[src/hdl/analog_trim_cfg.svh]
/*
 * Offsets, field positions, reset values and widths of the analog trim and
 * test register bank. Included by the bank and its short supervisor; holds
 * definitions only.
 */
`ifndef ANALOG_TRIM_CFG_SVH
`define ANALOG_TRIM_CFG_SVH

// ----------------------------------------------------------------------
// Register offsets
// ----------------------------------------------------------------------
`define OFS_SPARE_A        8'h19
`define OFS_REF_TRIM       8'h1a
`define OFS_SPARE_B        8'h1b
`define OFS_PLL_CTRL       8'h1c
`define OFS_PLL_CURRENT    8'h1d
`define OFS_PLL_DETECTOR   8'h1e
`define OFS_REG_SHORT      8'h1f
`define OFS_UV_SELECT      8'h20
`define OFS_LINE_TEST      8'h21
`define OFS_PD_OVERRIDE    8'h22
`define BANK_DEPTH         10
`define BANK_IDX_W         4

// ----------------------------------------------------------------------
// Reset values
// ----------------------------------------------------------------------
`define RST_SPARE_A        8'h00
`define RST_REF_TRIM       8'h40
`define RST_SPARE_B        8'h00
`define RST_PLL_CTRL       8'h10
`define RST_PLL_CURRENT    8'h00
`define RST_PLL_DETECTOR   8'h00
`define RST_REG_SHORT      8'h00
`define RST_UV_SELECT      8'h00
`define RST_LINE_TEST      8'h03
`define RST_PD_OVERRIDE    8'h00
`define RST_UNMAPPED_READ  8'h00

// ----------------------------------------------------------------------
// Field positions
// ----------------------------------------------------------------------
`define BIT_PLL_DIV_RST_N  4
`define BIT_PLL_CUR_TEST   1
`define BIT_PLL_FREERUN    0
`define BIT_PLL_DET_PD     0
`define BIT_SHORT_FLAG_N   4
`define BIT_AUTO_SD_DIS    0
`define BIT_UV_THRESHOLD   1
`define BIT_UV_REFERENCE   0
`define BIT_LOAD_B0        3
`define BIT_LOAD_B1        2
`define BIT_SLEW_B0        1
`define BIT_SLEW_B1        0
`define MSB_COMMON_TRIM    3
`define LSB_COMMON_TRIM    0
`define MSB_BANDGAP_TRIM   7
`define LSB_BANDGAP_TRIM   4
`define MSB_PD_OVERRIDE    5
`define LSB_PD_OVERRIDE    0

`endif

[src/hdl/analog_trim_pkg.sv]
/*
 * Types shared by the analog trim register bank and its short supervisor.
 * Assumes the constants header is included by each user.
 */
package analog_trim_pkg;

	// ------------------------------------------------------------------
	// Host access request
	// ------------------------------------------------------------------
	typedef struct packed {
		logic [7:0] addr;
		logic       wr_en;
		logic       rd_en;
		logic [7:0] wr_data;
	} reg_req_t;

	// ------------------------------------------------------------------
	// Analog control outputs
	// ------------------------------------------------------------------
	typedef struct packed {
		logic       pll_divider_reset_n;
		logic       pll_current_test_enable;
		logic       pll_fast_freerun_select;
		logic [7:0] pll_test_current_code;
		logic       pll_detector_test_powerdown;
		logic       undervoltage_threshold_select;
		logic       undervoltage_reference_select;
		logic       first_stage_load_bit0;
		logic       first_stage_load_bit1;
		logic       slew_rate_bit0;
		logic       slew_rate_bit1;
		logic [3:0] common_voltage_trim;
		logic [3:0] bandgap_trim;
		logic [5:0] powerdown_override;
	} analog_ctrl_t;

	// ------------------------------------------------------------------
	// Regulator short supervisor states
	// ------------------------------------------------------------------
	typedef enum logic [1:0] {
		SC_RUN  = 2'b01,
		SC_SHUT = 2'b10
	} short_state_t;

endpackage : analog_trim_pkg

[src/hdl/regulator_short_guard.sv]
/*
 * Regulator short supervisor: reports the short flag and powers the
 * regulator down on a short unless automatic shutdown is disabled.
 * Assumes short_detect is synchronous to clk_sys.
 */
`timescale 1ns/10ps
`include "analog_trim_cfg.svh"

module regulator_short_guard (
	input  wire logic clk_sys,
	input  wire logic sys_rst,
	input  wire logic short_detect,
	input  wire logic auto_shutdown_disable,
	output logic      regulator_short_flag_n_r,
	output logic      regulator_powerdown_r
);

	// ------------------------------------------------------------------
	// Shutdown sequencing
	// ------------------------------------------------------------------
	analog_trim_pkg::short_state_t state_r;
	analog_trim_pkg::short_state_t state_nxt;

	// Latched: a short that clears by itself does not restart the regulator
	wire trip    = short_detect & ~auto_shutdown_disable;
	wire release_sd = auto_shutdown_disable;

	always_comb begin
		state_nxt = state_r;
		unique case (state_r)
			analog_trim_pkg::SC_RUN: begin
				if (trip)
					state_nxt = analog_trim_pkg::SC_SHUT;
			end
			analog_trim_pkg::SC_SHUT: begin
				if (release_sd)
					state_nxt = analog_trim_pkg::SC_RUN;
			end
			default: state_nxt = analog_trim_pkg::SC_RUN;
		endcase
	end

	always_ff @(posedge clk_sys) begin
		if (sys_rst) begin
			state_r                  <= analog_trim_pkg::SC_RUN;
			regulator_powerdown_r    <= 1'b0;
			regulator_short_flag_n_r <= 1'b0;
		end else begin
			state_r                  <= state_nxt;
			regulator_powerdown_r    <= (state_nxt == analog_trim_pkg::SC_SHUT);
			regulator_short_flag_n_r <= ~short_detect;
		end
	end

	// ------------------------------------------------------------------
	// Checks
	// ------------------------------------------------------------------
	chk_auto_shutdown_trip: assert property (
		@(posedge clk_sys) disable iff (sys_rst)
		(short_detect && !auto_shutdown_disable) |=> regulator_powerdown_r
	) else $error("Short did not power down the regulator");

	chk_shutdown_disabled: assert property (
		@(posedge clk_sys) disable iff (sys_rst)
		auto_shutdown_disable |=> !regulator_powerdown_r
	) else $error("Regulator powered down while shutdown disabled");

	chk_short_flag_track: assert property (
		@(posedge clk_sys) disable iff (sys_rst)
		1'b1 |=> (regulator_short_flag_n_r == !$past(short_detect))
	) else $error("Short flag does not follow the detector");

endmodule : regulator_short_guard

[src/hdl/analog_trim_bank.sv]
/*
 * Byte-wide analog trim and test register bank at offsets 0x19..0x22.
 * Holds the trim codes, PLL test controls, regulator short handling,
 * under-voltage test selects, line driver test bits and power-down
 * overrides, and drives them onto the analog controls.
 * Assumes the device's serial control port decodes host transactions into
 * single-cycle byte read and write requests synchronous to clk_sys.
 */
`timescale 1ns/10ps
`include "analog_trim_cfg.svh"

module analog_trim_bank (
	input  wire logic                          clk_sys,
	input  wire logic                          sys_rst,
	input  wire analog_trim_pkg::reg_req_t     reg_req,
	input  wire logic                          short_detect,
	output logic [7:0]                         reg_rd_data_r,
	output logic                               reg_rd_valid_r,
	output logic                               reg_hit_r,
	output analog_trim_pkg::analog_ctrl_t      analog_ctrl_r,
	output logic                               regulator_powerdown_r
);

	// ------------------------------------------------------------------
	// Address decode
	// ------------------------------------------------------------------
	function automatic logic in_bank(input logic [7:0] addr);
		in_bank = (addr >= `OFS_SPARE_A) && (addr <= `OFS_PD_OVERRIDE);
	endfunction : in_bank

	function automatic logic [`BANK_IDX_W-1:0] bank_index(input logic [7:0] addr);
		logic [7:0] diff;
		diff       = addr - `OFS_SPARE_A;
		bank_index = diff[`BANK_IDX_W-1:0];
	endfunction : bank_index

	function automatic logic [7:0] reset_value(input int idx);
		logic [7:0] v;
		v = 8'h00;
		case (idx)
			0:       v = `RST_SPARE_A;
			1:       v = `RST_REF_TRIM;
			2:       v = `RST_SPARE_B;
			3:       v = `RST_PLL_CTRL;
			4:       v = `RST_PLL_CURRENT;
			5:       v = `RST_PLL_DETECTOR;
			6:       v = `RST_REG_SHORT;
			7:       v = `RST_UV_SELECT;
			8:       v = `RST_LINE_TEST;
			9:       v = `RST_PD_OVERRIDE;
			default: v = 8'h00;
		endcase
		reset_value = v;
	endfunction : reset_value

	wire                    req_hit  = in_bank(reg_req.addr);
	wire [`BANK_IDX_W-1:0]  req_idx  = bank_index(reg_req.addr);
	wire                    wr_hit   = reg_req.wr_en & req_hit;
	wire                    rd_hit   = reg_req.rd_en & req_hit;
	wire                    rd_any   = reg_req.rd_en;

	wire [`BANK_IDX_W-1:0]  idx_short = bank_index(`OFS_REG_SHORT);
	wire [`BANK_IDX_W-1:0]  idx_pll   = bank_index(`OFS_PLL_CTRL);

	// ------------------------------------------------------------------
	// Register storage
	// ------------------------------------------------------------------
	logic [7:0] bank_r   [`BANK_DEPTH];
	logic [7:0] bank_nxt [`BANK_DEPTH];

	// Every bit, reserved ones included, stores what the host writes
	always_comb begin
		for (int i = 0; i < `BANK_DEPTH; i++) begin
			bank_nxt[i] = bank_r[i];
			if (wr_hit && (req_idx == i[`BANK_IDX_W-1:0]))
				bank_nxt[i] = reg_req.wr_data;
		end
	end

	always_ff @(posedge clk_sys) begin
		for (int i = 0; i < `BANK_DEPTH; i++) begin
			if (sys_rst)
				bank_r[i] <= reset_value(i);
			else
				bank_r[i] <= bank_nxt[i];
		end
	end

	// ------------------------------------------------------------------
	// Field views of the next register values
	// ------------------------------------------------------------------
	wire [7:0] ref_trim_nxt  = bank_nxt[1];
	wire [7:0] pll_ctrl_nxt  = bank_nxt[3];
	wire [7:0] pll_cur_nxt   = bank_nxt[4];
	wire [7:0] pll_det_nxt   = bank_nxt[5];
	wire [7:0] reg_short_nxt = bank_nxt[6];
	wire [7:0] uv_sel_nxt    = bank_nxt[7];
	wire [7:0] line_nxt      = bank_nxt[8];
	wire [7:0] pd_ovr_nxt    = bank_nxt[9];

	wire test_mode_nxt = pll_ctrl_nxt[`BIT_PLL_CUR_TEST];

	// ------------------------------------------------------------------
	// Analog control outputs
	// ------------------------------------------------------------------
	// Built from the next values so the controls move on the same edge
	// as the register, with no extra cycle of lag.
	analog_trim_pkg::analog_ctrl_t ctrl_nxt;

	always_comb begin
		ctrl_nxt = '0;
		ctrl_nxt.pll_divider_reset_n           = pll_ctrl_nxt[`BIT_PLL_DIV_RST_N];
		ctrl_nxt.pll_current_test_enable       = test_mode_nxt;
		ctrl_nxt.pll_fast_freerun_select       = pll_ctrl_nxt[`BIT_PLL_FREERUN];
		// Outside test mode the current DAC sees zero, not a stale code
		ctrl_nxt.pll_test_current_code         = test_mode_nxt ? pll_cur_nxt : 8'h00;
		ctrl_nxt.pll_detector_test_powerdown   = test_mode_nxt &
			pll_det_nxt[`BIT_PLL_DET_PD];
		ctrl_nxt.undervoltage_threshold_select = uv_sel_nxt[`BIT_UV_THRESHOLD];
		ctrl_nxt.undervoltage_reference_select = uv_sel_nxt[`BIT_UV_REFERENCE];
		ctrl_nxt.first_stage_load_bit0         = line_nxt[`BIT_LOAD_B0];
		ctrl_nxt.first_stage_load_bit1         = line_nxt[`BIT_LOAD_B1];
		ctrl_nxt.slew_rate_bit0                = line_nxt[`BIT_SLEW_B0];
		ctrl_nxt.slew_rate_bit1                = line_nxt[`BIT_SLEW_B1];
		ctrl_nxt.common_voltage_trim           =
			ref_trim_nxt[`MSB_COMMON_TRIM:`LSB_COMMON_TRIM];
		ctrl_nxt.bandgap_trim                  =
			ref_trim_nxt[`MSB_BANDGAP_TRIM:`LSB_BANDGAP_TRIM];
		ctrl_nxt.powerdown_override            =
			pd_ovr_nxt[`MSB_PD_OVERRIDE:`LSB_PD_OVERRIDE];
	end

	always_ff @(posedge clk_sys) begin
		if (sys_rst) begin
			analog_ctrl_r <= '0;
			analog_ctrl_r.pll_divider_reset_n <= 1'(`RST_PLL_CTRL >> `BIT_PLL_DIV_RST_N);
			analog_ctrl_r.slew_rate_bit0      <= 1'(`RST_LINE_TEST >> `BIT_SLEW_B0);
			analog_ctrl_r.slew_rate_bit1      <= 1'(`RST_LINE_TEST >> `BIT_SLEW_B1);
			analog_ctrl_r.bandgap_trim        <= 4'(`RST_REF_TRIM >> `LSB_BANDGAP_TRIM);
		end else begin
			analog_ctrl_r <= ctrl_nxt;
		end
	end

	// ------------------------------------------------------------------
	// Regulator short handling
	// ------------------------------------------------------------------
	logic short_flag_n_r;

	regulator_short_guard u_short_guard (
		.clk_sys                  (clk_sys),
		.sys_rst                  (sys_rst),
		.short_detect             (short_detect),
		.auto_shutdown_disable    (bank_r[6][`BIT_AUTO_SD_DIS]),
		.regulator_short_flag_n_r (short_flag_n_r),
		.regulator_powerdown_r    (regulator_powerdown_r)
	);

	// ------------------------------------------------------------------
	// Read path
	// ------------------------------------------------------------------
	// The short flag bit is live status; a host write there is stored but
	// never seen, since the reader always shows the detector.
	logic [7:0] rd_word;

	always_comb begin
		rd_word = `RST_UNMAPPED_READ;
		if (rd_hit) begin
			rd_word = bank_r[req_idx];
			if (req_idx == idx_short)
				rd_word[`BIT_SHORT_FLAG_N] = short_flag_n_r;
		end
	end

	always_ff @(posedge clk_sys) begin
		if (sys_rst) begin
			reg_rd_data_r  <= 8'h00;
			reg_rd_valid_r <= 1'b0;
			reg_hit_r      <= 1'b0;
		end else begin
			reg_rd_data_r  <= rd_word;
			reg_rd_valid_r <= rd_any;
			reg_hit_r      <= rd_hit;
		end
	end

	// ------------------------------------------------------------------
	// Checks
	// ------------------------------------------------------------------
	chk_pll_divider_hold: assert property (
		@(posedge clk_sys) disable iff (sys_rst)
		(wr_hit && req_idx == idx_pll)
		|=> (analog_ctrl_r.pll_divider_reset_n == $past(reg_req.wr_data[4]))
	) else $error("PLL divider reset does not follow its bit");

	chk_test_current_gate: assert property (
		@(posedge clk_sys) disable iff (sys_rst)
		!analog_ctrl_r.pll_current_test_enable
		|-> (analog_ctrl_r.pll_test_current_code == 8'h00)
	) else $error("Test current applied outside test mode");

	chk_test_current_pass: assert property (
		@(posedge clk_sys) disable iff (sys_rst)
		analog_ctrl_r.pll_current_test_enable
		|-> (analog_ctrl_r.pll_test_current_code == bank_r[4])
	) else $error("Test current code differs from register");

	chk_detector_gate: assert property (
		@(posedge clk_sys) disable iff (sys_rst)
		analog_ctrl_r.pll_detector_test_powerdown
		|-> (analog_ctrl_r.pll_current_test_enable && bank_r[5][0])
	) else $error("Detector powered down without test mode");

	chk_line_bits_order: assert property (
		@(posedge clk_sys) disable iff (sys_rst)
		1'b1 |-> ({analog_ctrl_r.first_stage_load_bit0, analog_ctrl_r.first_stage_load_bit1,
			analog_ctrl_r.slew_rate_bit0, analog_ctrl_r.slew_rate_bit1} == bank_r[8][3:0])
	) else $error("Line driver bits out of order");

	chk_trim_nibbles: assert property (
		@(posedge clk_sys) disable iff (sys_rst)
		1'b1 |-> ({analog_ctrl_r.bandgap_trim, analog_ctrl_r.common_voltage_trim} == bank_r[1])
	) else $error("Trim nibbles differ from register");

	chk_reset_defaults: assert property (
		@(posedge clk_sys)
		$fell(sys_rst) |-> (bank_r[1] == 8'h40 && bank_r[3] == 8'h10 && bank_r[8] == 8'h03
			&& analog_ctrl_r.slew_rate_bit0 && analog_ctrl_r.pll_divider_reset_n)
	) else $error("Bank left reset with wrong defaults");

	chk_reserved_readback: assert property (
		@(posedge clk_sys) disable iff (sys_rst)
		(wr_hit && req_idx == 4'h0) ##1 !reg_req.wr_en
		##1 (rd_hit && req_idx == 4'h0 && !reg_req.wr_en)
		|=> (reg_rd_data_r == $past(reg_req.wr_data, 3))
	) else $error("Reserved byte did not return written value");

	chk_override_bits: assert property (
		@(posedge clk_sys) disable iff (sys_rst)
		1'b1 |-> (analog_ctrl_r.powerdown_override == bank_r[9][5:0])
	) else $error("Power-down overrides differ from register");

	chk_unmapped_read: assert property (
		@(posedge clk_sys) disable iff (sys_rst)
		(reg_req.rd_en && !req_hit) |=> (reg_rd_valid_r && !reg_hit_r && reg_rd_data_r == 8'h00)
	) else $error("Unmapped read returned data");

endmodule : analog_trim_bank

[config.mk]
export PLATFORM = sky130hd
export DESIGN_NAME = analog_trim_bank
export DESIGN_NICKNAME = d
export VERILOG_FILES = /design/src/hdl/analog_trim_pkg.sv /design/src/hdl/regulator_short_guard.sv /design/src/hdl/analog_trim_bank.sv
export VERILOG_INCLUDE_DIRS = /design/src /design/src/hdl
export SDC_FILE = /design/constraint.sdc
export NUM_CORES = 1
export LEC_CHECK = 0
export BUFFER_PORTS_ARGS = -buffer_cell sky130_fd_sc_hd__buf_2
export CORE_MARGIN = 4
export CORE_UTILIZATION = 45
export CTS_CLUSTER_SIZE = 16
export DETAILED_ROUTE_END_ITERATION = 8
export PLACE_DENSITY_LB_ADDON = 0.1
export RECOVER_POWER = 50
export SYNTH_ARGS = -nofsm -noshare
export SYNTH_HDL_FRONTEND = slang
export SYNTH_SLANG_ARGS = --single-unit
[constraint.sdc]
create_clock -name clk_sys -period 3.9 [get_ports clk_sys]
set_input_delay 0.78 -clock clk_sys [delete_from_list [all_inputs] [get_ports clk_sys]]
set_output_delay 0.78 -clock clk_sys [all_outputs]
set_load 0.005 [all_outputs]
[Word level (Yosys, flattened, before mapping)]
Memory sizes are Yosys's and may differ from the RTL's.
Index checks and enable logic that the tools add are counted.
Storage, ports and cells
  bits in registers: 46
  bits in writable memories: 80
  bits of input ports: 21
  output and inout port bits: 43
  logic and storage cells: 103
  memories: 1
Memory list
  bank_r: words 10, width 8, read ports 9, clocked after Yosys merged registers in 0, write ports 10, line analog_trim_bank.sv:68  | logic [7:0] bank_r [`BANK_DEPTH];
Cells by class
  add/sub/neg operators: 1
  $lt $le $gt $ge: 2
  equality and inequality tests: 14
  muxes and demuxes: 31
  bitwise gates (word level): 18
  reduce and logical (&&, ||, !) cells: 16
Operator list (count)
  $mux 8: 24
  $eq 4x3->1 const B: 4
  $logic_and 1x1->1: 11
  $or 1x1->1: 10
  $eq 4x2->1 const B: 2
  $eq 4x4->1 const B: 2
  $ge 8x5->1 const B: 1
  $le 8x6->1 const B: 1
  $and 1x1->1: 4
  $eq 2x2->1 const B: 2
  $eq 4x1->1 const B: 1
  $logic_not 4->1: 1
  $mux 1: 4
  $mux 2: 2
  $not 1->1: 4
  $pmux 2 s2: 1
  $reduce_and 2->1: 2
  $reduce_or 2->1: 2
  $sub 4x4->4 const B: 1
  $eq 2x1->1 const B: 1
  $ne 1x1->1 const B: 2

[Depth between registers and ports, before layout]
Gate-level depths: netlist of run 1.
  depth in word-level cells: 7
  depth in mapped cells: 13

[Hierarchy]
From an unflattened synthesis of run 1, not the netlist that was laid out.
Unflattened totals
  cell total of the unflattened synthesis: 460
  area total of the unflattened synthesis: 4713.3 sq um
Modules (own cells, without submodules)
  analog_trim_bank: instances 1, cells an instance 440, area an instance 4525.6 sq um, sequential area each 2142.1 sq um
  regulator_short_guard: instances 1, cells an instance 20, area an instance 187.7 sq um, sequential area each 80.1 sq um

[Least setup slack after synthesis of run 1]
No wires, ideal clock.
  kind: input to register
  start: input reg_req[10] (netlist bit)
  end: memory bank_r[0][0] (enable)
  setup time: 0.387 ns
  data arrival time: 3.511 ns
  required time: 3.513 ns
  path slack: 0.003 ns
  cell stages on the path: 10
  path buffers: 4
  cell sequence: buf_2 buf_2 buf_2 inv_1 ha_1 or2_2 o21ai_1 a21oi_2 clkbuf_1 o31ai_1
RTL lines
  start, declared: line analog_trim_bank.sv:15  | input wire analog_trim_pkg::reg_req_t reg_req,
  end, declared: line analog_trim_bank.sv:68

[Final worst setup path of run 1]
  start: input reg_req[11] (netlist bit)
  end: register analog_ctrl_r[28] (netlist bit)
Between the ends
  cells in the longest elaborated chain, start to end: 7
Ends and longest elaborated chain
  $ge 8x5->1 (no source line) / $le 8x6->1 (equally long branches)
  $logic_and 1x1->1: line analog_trim_bank.sv:28  | in_bank = (addr >= `OFS_SPARE_A) && (addr <= `OFS_PD_OVERRIDE);
  $and 1x1->1: line analog_trim_bank.sv:58  | wire wr_hit = reg_req.wr_en & req_hit;
  $logic_and 1x1->1: line analog_trim_bank.sv:75  | if (wr_hit && (req_idx == i[`BANK_IDX_W-1:0]))
  $mux 8: line analog_trim_bank.sv:75
  $not 1->1 (no source line)
  $reduce_or 2->1 (no source line)
  end signal, assigned: line analog_trim_bank.sv:141  | analog_ctrl_r <= ctrl_nxt;
  end, declared: line analog_trim_bank.sv:20  | output analog_trim_pkg::analog_ctrl_t analog_ctrl_r,
Parallel ways exist; a longest one is shown, timed or not.
A chain may end at the register's enable or synchronous reset.

==> results.cfg, run 1 <==
[status]
outcome = complete, but fails checks
violations = capacitance limit, slew limit

[sta]
min_period_ps = 3272
timing.fmax_mhz = 305.7
grt_setup_unrepaired = false
clock_skew_ps = 11.69
setup_slack_ps = 628.5
slew_violations = 43
setup_viol = 0
final_hold_viol_count = 0
slew_headroom_pct = -29.55
fin_setup_tns_ps = 0
worst_slew_pin_slew_ps = 1943
period_share_pct = 83.89
fin_hold_ws_ps = 460.8

[clocking]
root_buffer = clkbuf_8
hold_buffers = 0
cts_setup_buffers = 0
cts_made_buffers = 9
clkTransAtPathRegs_ps = 100
cts_resized = 0
htree_levels = 3
cts_tree = yes
cts.sinks = 103
cts_buffer_depth = 2
clkLatencyLatePin_ps = 370

[yosys]
synth_area_mm2 = 0.004960
syn-num-nets = 503
synth_edf_count = 16
ys_seq_area_share_pct = 44.80
yosys_warnings = 0
synthFlopType = dfxtp_1
async_flop_share_pct = 0
synth_top_area_share_pct = 35.12
synth_seq_cells = 103
syn_avg_cell_area_um2 = 10.46
synth_area_leaders = dfxtp_1 (35%), edfxtp_1 (9.7%), mux4_2 (7.3%), mux2i_1 (6.7%), o31ai_1 (3.8%)
synth_cell_type_count = 50
synth_top_area_cell = dfxtp_1
synthCells = 474

[setup_path]
cp_top_family = compound AO/OA/AOI/OAI gates
crit_type = input pin to flop
cp.required_ps = 4040
critical_path_buf_inv_count = 2
crit_path_max_fanout = 20
slowest_delay_ps = 770
crit_chain = buf_2, inv_1, ha_1, nor3b_1, o22ai_1, nand3_2, o31ai_2, a221oi_1
reg2reg_from = bank_r[2][2]$_SDFFCE_PN0P_
reg2reg_to = reg_rd_data_r[2]$_SDFF_PP0_
reg2reg_slack_ps = 2300
start_kind = input pin
worstRegToRegCells = 4
critPathArrivalTime_ps = 3410
cp-end-kind = flop
slowest_stage = o31ai_2

[placed_design]
io_buffers = 63
place_area_mm2 = 0.005275
dp_hpwl_um = 9543
gp_congestion = 0.8372
place_ws_ps = 413.8
dp_cells = 637

[die]
die-height_um = 113.0
ios = 64
start_util_pct = 45.95
fp.coreArea_mm2 = 0.01079
dieArea_mm2 = 0.01277
std_cell_rows = 38
die_x_um = 113.0

[route]
ant_nets = 0
wirelength_um = 13130
vias = 3847
drtIter0Drc = 301
drtPass1Iterations = 5
vias_per_cell = 5.891
drc = 0
wl_per_cell_um = 20.11

[power_and_ir_drop]
vdd_drop_max_uv = 137.3
power.density_mw_per_mm2 = 367.8
p_leak_nw = 2.082
fin_total_pwr_mw = 1.990

[min_path]
hold_path_end = bank_r[9][6]$_SDFFE_PP0P_
hold_depth = 2
hold_path.class = flop to flop
min_from = bank_r[9][6]$_SDFFE_PP0P_

[finish]
fin_util_pct = 50.12
layout_common_cells = dfxtp_1 (87), buf_2 (46), mux2i_1 (33)
layout.cells.non_filler = 653
antennaDiodeCount = 0
nets = 537
postLayoutCellArea_mm2 = 0.005409
drive_above_1_share_pct = 23.59
fillCellCount = 1043
areaGrowthSynthToFinish_pct = 9.057
mostFrequentLayoutCell = dfxtp_1

[global_route]
grt.overflow.total = 0
antenna_found_initial = 0
grt_max_degree = 43
grt_pass1_wl_um = 20870
first_global_vias = 3766
grt.total_usage_pct = 20.93

[job]
maxCapViolCount = 1
-- synth_stat cells, drive strengths merged (3+ instances only) --
cell / n
dfxtp: 87
o31ai: 26
clkbuf: 26
o21ai: 5
a21oi: 27
nor2: 15
nand2: 32
mux2i: 33
ha: 8
nand2b: 3
a221oi: 8
and2: 17
buf: 30
nand4: 17
a211oi: 14
mux4: 16
a31o: 16
inv: 9
edfxtp: 16
nor2b: 10
nor4: 20
nand3: 15
-- cell type report --
type / instances / area [um^2] / area share [%]
Clock buffer: 11 / 141.4 / 2.614
Clock inverter: 5 / 40.04 / 0.7402
Inverter: 10 / 37.54 / 0.6940
Multi-Input combinational cell: 305 / 2390 / 44.18
Sequential cell: 103 / 2222 / 41.08
Tap cell: 140 / 175.2 / 3.238
Timing Repair Buffer: 79 / 402.9 / 7.449
-- report_power, final --
part / switching (mW) / internal [mW]
registers: 0.0134 / 1.10
clock network: 0.375 / 0.255
logic: 0.160 / 0.0863
total: 0.549 / 1.44
-- worst max-delay path by stage --
stage                startpoint                        endpoint  cells past startpoint
finish              reg_req[11]    analog_ctrl_r[28]$_SDFF_PP0_                      8
global placement    reg_req[11]       bank_r[7][5]$_SDFFE_PP0P_                      8
CTS                 reg_req[11]  analog_ctrl_r[19]$_SDFFE_PP0P_                      8
global route        reg_req[11]  analog_ctrl_r[10]$_SDFFE_PP0N_                      9
detailed placement  reg_req[11]       bank_r[7][7]$_SDFFE_PP0P_                      8
floorplan           reg_req[10]      bank_r[0][0]$_SDFFCE_PN0P_                     10
-- worst reg2reg max path: cells and delay by family, from the launching register on --
kind	cells	cell delay (ps)
mux	1	490
compound gates	2	450
flops	1	380
simple gates	1	150
-- metal layers --
| metal | wire length [um] | GRT usage (%) | vias up |
|---|---|---|---|
| met3 | 842 | 4.225 | 21 |
| met1 | 6069 | 29.08 | 1855 |
| met2 | 5982 | 32.74 | 133 |
| met4 | 238 | 7.131 | 0 |
| li1 | - | - | 1838 |
| met5 | 0 | 0 | - |
-- sequential cells by signal, indices dropped and copies added, names as in the netlist, named ones only --
name	cells
bank_r	70
analog_ctrl_r	18
reg_rd_data_r	8
u_short_guard.state_r	2
reg_hit_r	1
reg_rd_valid_r	1
u_short_guard.regulator_powerdown_r	1
u_short_guard.regulator_short_flag_n_r	1
-- cell families (layout without fill, tap and decap cells) --
kind of cell	count (synthesis)	after routing	synth area share, %
buffers and inverters	66	105	6.710
and+or+nand+nor	137	137	15.92
muxes	51	51	14.38
AOI/OAI and AO/OA	107	107	15.82
DFF	103	103	44.80
xor gates and xnor gates	2	2	0.3532
adders and majority gates	8	8	2.018
Note: power is estimated with default switching activity, not from simulation.
==> run 2: changes to the inputs <==
Settings changed: ABC_AREA set to 1.
Clock period 3.9 ns to 3.2 ns, I/O delays scaled along.
==> results.cfg, run 2 <==
[status]
outcome = complete, no violations

[finish]
reg_top3 = bank_r: 70 flops, analog_ctrl_r: 18 flops, reg_rd_data_r: 8 flops
postLayoutCellArea_mm2 = 0.005295
layout.cells.non_filler = 834
layout_common_cells = nand2_1 (156), nor2_1 (114), dfxtp_1 (87)
fin_util_pct = 50.61
nets = 722
drive_above_1_share_pct = 13.32
areaGrowthSynthToFinish_pct = 8.374
fillCellCount = 1136
antennaDiodeCount = 0
mostFrequentLayoutCell = nand2_1
top_register = bank_r
largest_reg_flops = 70

[setup_path]
critPathArrivalTime_ps = 2870
start_kind = input pin
cp.required_ps = 3430
slowest_delay_ps = 580
crit_chain = buf_2, clkbuf_2, ha_1, nand3b_1, a21oi_1, nor2_4, buf_4, nand3_1, nand2_1, nand2_1, inv_1, nor2_1
cp-end-kind = flop
cp_common_cell = nand2_1
crit_path_max_fanout = 36
slowest_stage = clkbuf_2
crit_type = input pin to flop

[die]
die_x_um = 112.2
dieArea_mm2 = 0.01259
start_util_pct = 46.70
ios = 64
fp.coreArea_mm2 = 0.01046
die-height_um = 112.2
std_cell_rows = 37

[placed_design]
gp_congestion = 0.9390
dp_hpwl_um = 9874
place_area_mm2 = 0.005172
io_buffers = 63
dp_cells = 818

[power_and_ir_drop]
p_int_mw = 1.757
power.density_mw_per_mm2 = 460.5
p_comb_share_pct = 12.2
sw_frac_of_total_pct = 27.96
power_frac_clock_pct = 32.3
vdd_drop_max_uv = 187.3
p_leak_nw = 2.250
fin_total_pwr_mw = 2.438
p_seq_share_pct = 55.5
p_sw_mw = 0.6818

[route]
ant_nets = 0
drtPass1Iterations = 5
vias = 4441
vias_per_cell = 5.325
drtIter0Drc = 297
drc = 0
wl_per_cell_um = 16.67
wirelength_um = 13910

[yosys]
yosys_warnings = 0
synth_top_area_share_pct = 35.65
synth_area_leaders = dfxtp_1 (36%), nand2_1 (12%), edfxtp_1 (9.8%), nor2_1 (8.8%), o21ai_0 (5.3%)
syn_avg_cell_area_um2 = 7.425
ys_seq_area_share_pct = 45.48
async_flop_share_pct = 0
synth_area_mm2 = 0.004886
yosysMostFrequentCell = nand2_1
synth_cell_type_count = 30
synth_seq_cells = 103
syn-num-nets = 687
ys_top_cells_by_count = nand2_1 (156), nor2_1 (114), dfxtp_1 (87), o21ai_0 (52), inv_1 (47)
synthCells = 658
synth_top_area_cell = dfxtp_1
synthFlopType = dfxtp_1
synth_edf_count = 16

[clocking]
cts_tree = yes
cts_made_buffers = 9
htree_levels = 3
cts_resized = 0
root_buffer = clkbuf_8
clkTransAtPathRegs_ps = 100
hold_buffers = 0
clkLatencyLatePin_ps = 380
cts.sinks = 103
cts_setup_buffers = 0
cts_buffer_depth = 2

[sta]
timing.fmax_mhz = 378.5
clock_skew_ps = 8.774
slew_headroom_pct = 23.53
slew_violations = 0
worst_slew_pin_slew_ps = 1147
final_hold_viol_count = 0
setup_viol = 0
grt_setup_unrepaired = false
min_period_ps = 2642
fin_setup_tns_ps = 0
period_share_pct = 82.56

[global_route]
antenna_found_initial = 0
grt.total_usage_pct = 22.63
grt_pass1_wl_um = 22660
grt_max_degree = 39
grt.overflow.total = 0
first_global_vias = 4176

[job]
maxCapViolCount = 0

[min_path]
hold_path.class = input pin to flop
## run 2: kinds of logic after synthesis
kind of cell	share of synthesized area (%)
AND/OR/NAND/NOR	30.93
AO/OA/AOI/OAI	11.45
buffers and inverters	10.09
flip-flops	45.48
adder cells (fa/ha/maj)	2.049
## run 2: final timing paths
kind,endpoint,slack [ps],cells after the start,startpoint
hold / removal,u_short_guard.regulator_short_flag_n_r$_SDFF_PP0_,430,2,short_detect
setup / recovery,bank_r[5][0]$_SDFF_PP0_,560,12,reg_req[10]
setup reg to reg,reg_rd_data_r[5]$_SDFF_PP0_,1870,6,bank_r[6][5]$_SDFFE_PP0P_
hold reg to reg,bank_r[5][5]$_SDFFE_PP0P_,460,2,bank_r[5][5]$_SDFFE_PP0P_
## run 2: power groups by stage
| stage | registers, mW | clock network, mW | logic [mW] |
|---|---|---|---|
| 5_1_grt | 1.36 | 0.862 | 0.331 |
| 6_report | 1.35 | 0.787 | 0.297 |
| 4_1_cts | 1.35 | 0.806 | 0.296 |
| 3_3_place_gp | 1.38 | 0 | 0.287 |
| 2_1_floorplan | 1.38 | 0 | 0.192 |
| 3_5_place_dp | 1.38 | 0 | 0.294 |
## run 2: cell type report
type                            count  area (um^2)  share of cell area, %
Clock buffer                       12        156.4                  2.954
Clock inverter                      4        25.02                 0.4726
Inverter                           56        211.5                  3.993
Multi-Input combinational cell    449         2143                  40.48
Sequential cell                   103         2222                  41.97
Tap cell                          136        170.2                  3.214
Timing Repair Buffer               74        366.6                  6.923
## run 2: metrics by stage
stage,hold WS (ps),setup slack [ps]
6_report,425.2,558.2
3_3_place_gp,446.0,581.9
5_1_grt,423.4,343.6
4_1_cts,405.9,894.1
2_1_floorplan,437.8,72.52
3_5_place_dp,452.8,509.1
## run 2: metal layers
metal / vias to the layer above / global-route usage [%] / wire length, um
met3: 22 / 3.989 / 982
met2: 192 / 33.77 / 6076
met4: 0 / 7.051 / 301
met5: - / 0 / 0
met1: 2045 / 33.31 / 6545
li1: 2182 / - / -
## run 2: worst max-delay path, delay by kind of cell
family                     cells  cell delay [ps]
AOI/OAI and AO/OA              1              100
adders and majority gates      1              250
and+or+nand+nor                6              810
buffers and inverters          4             1060
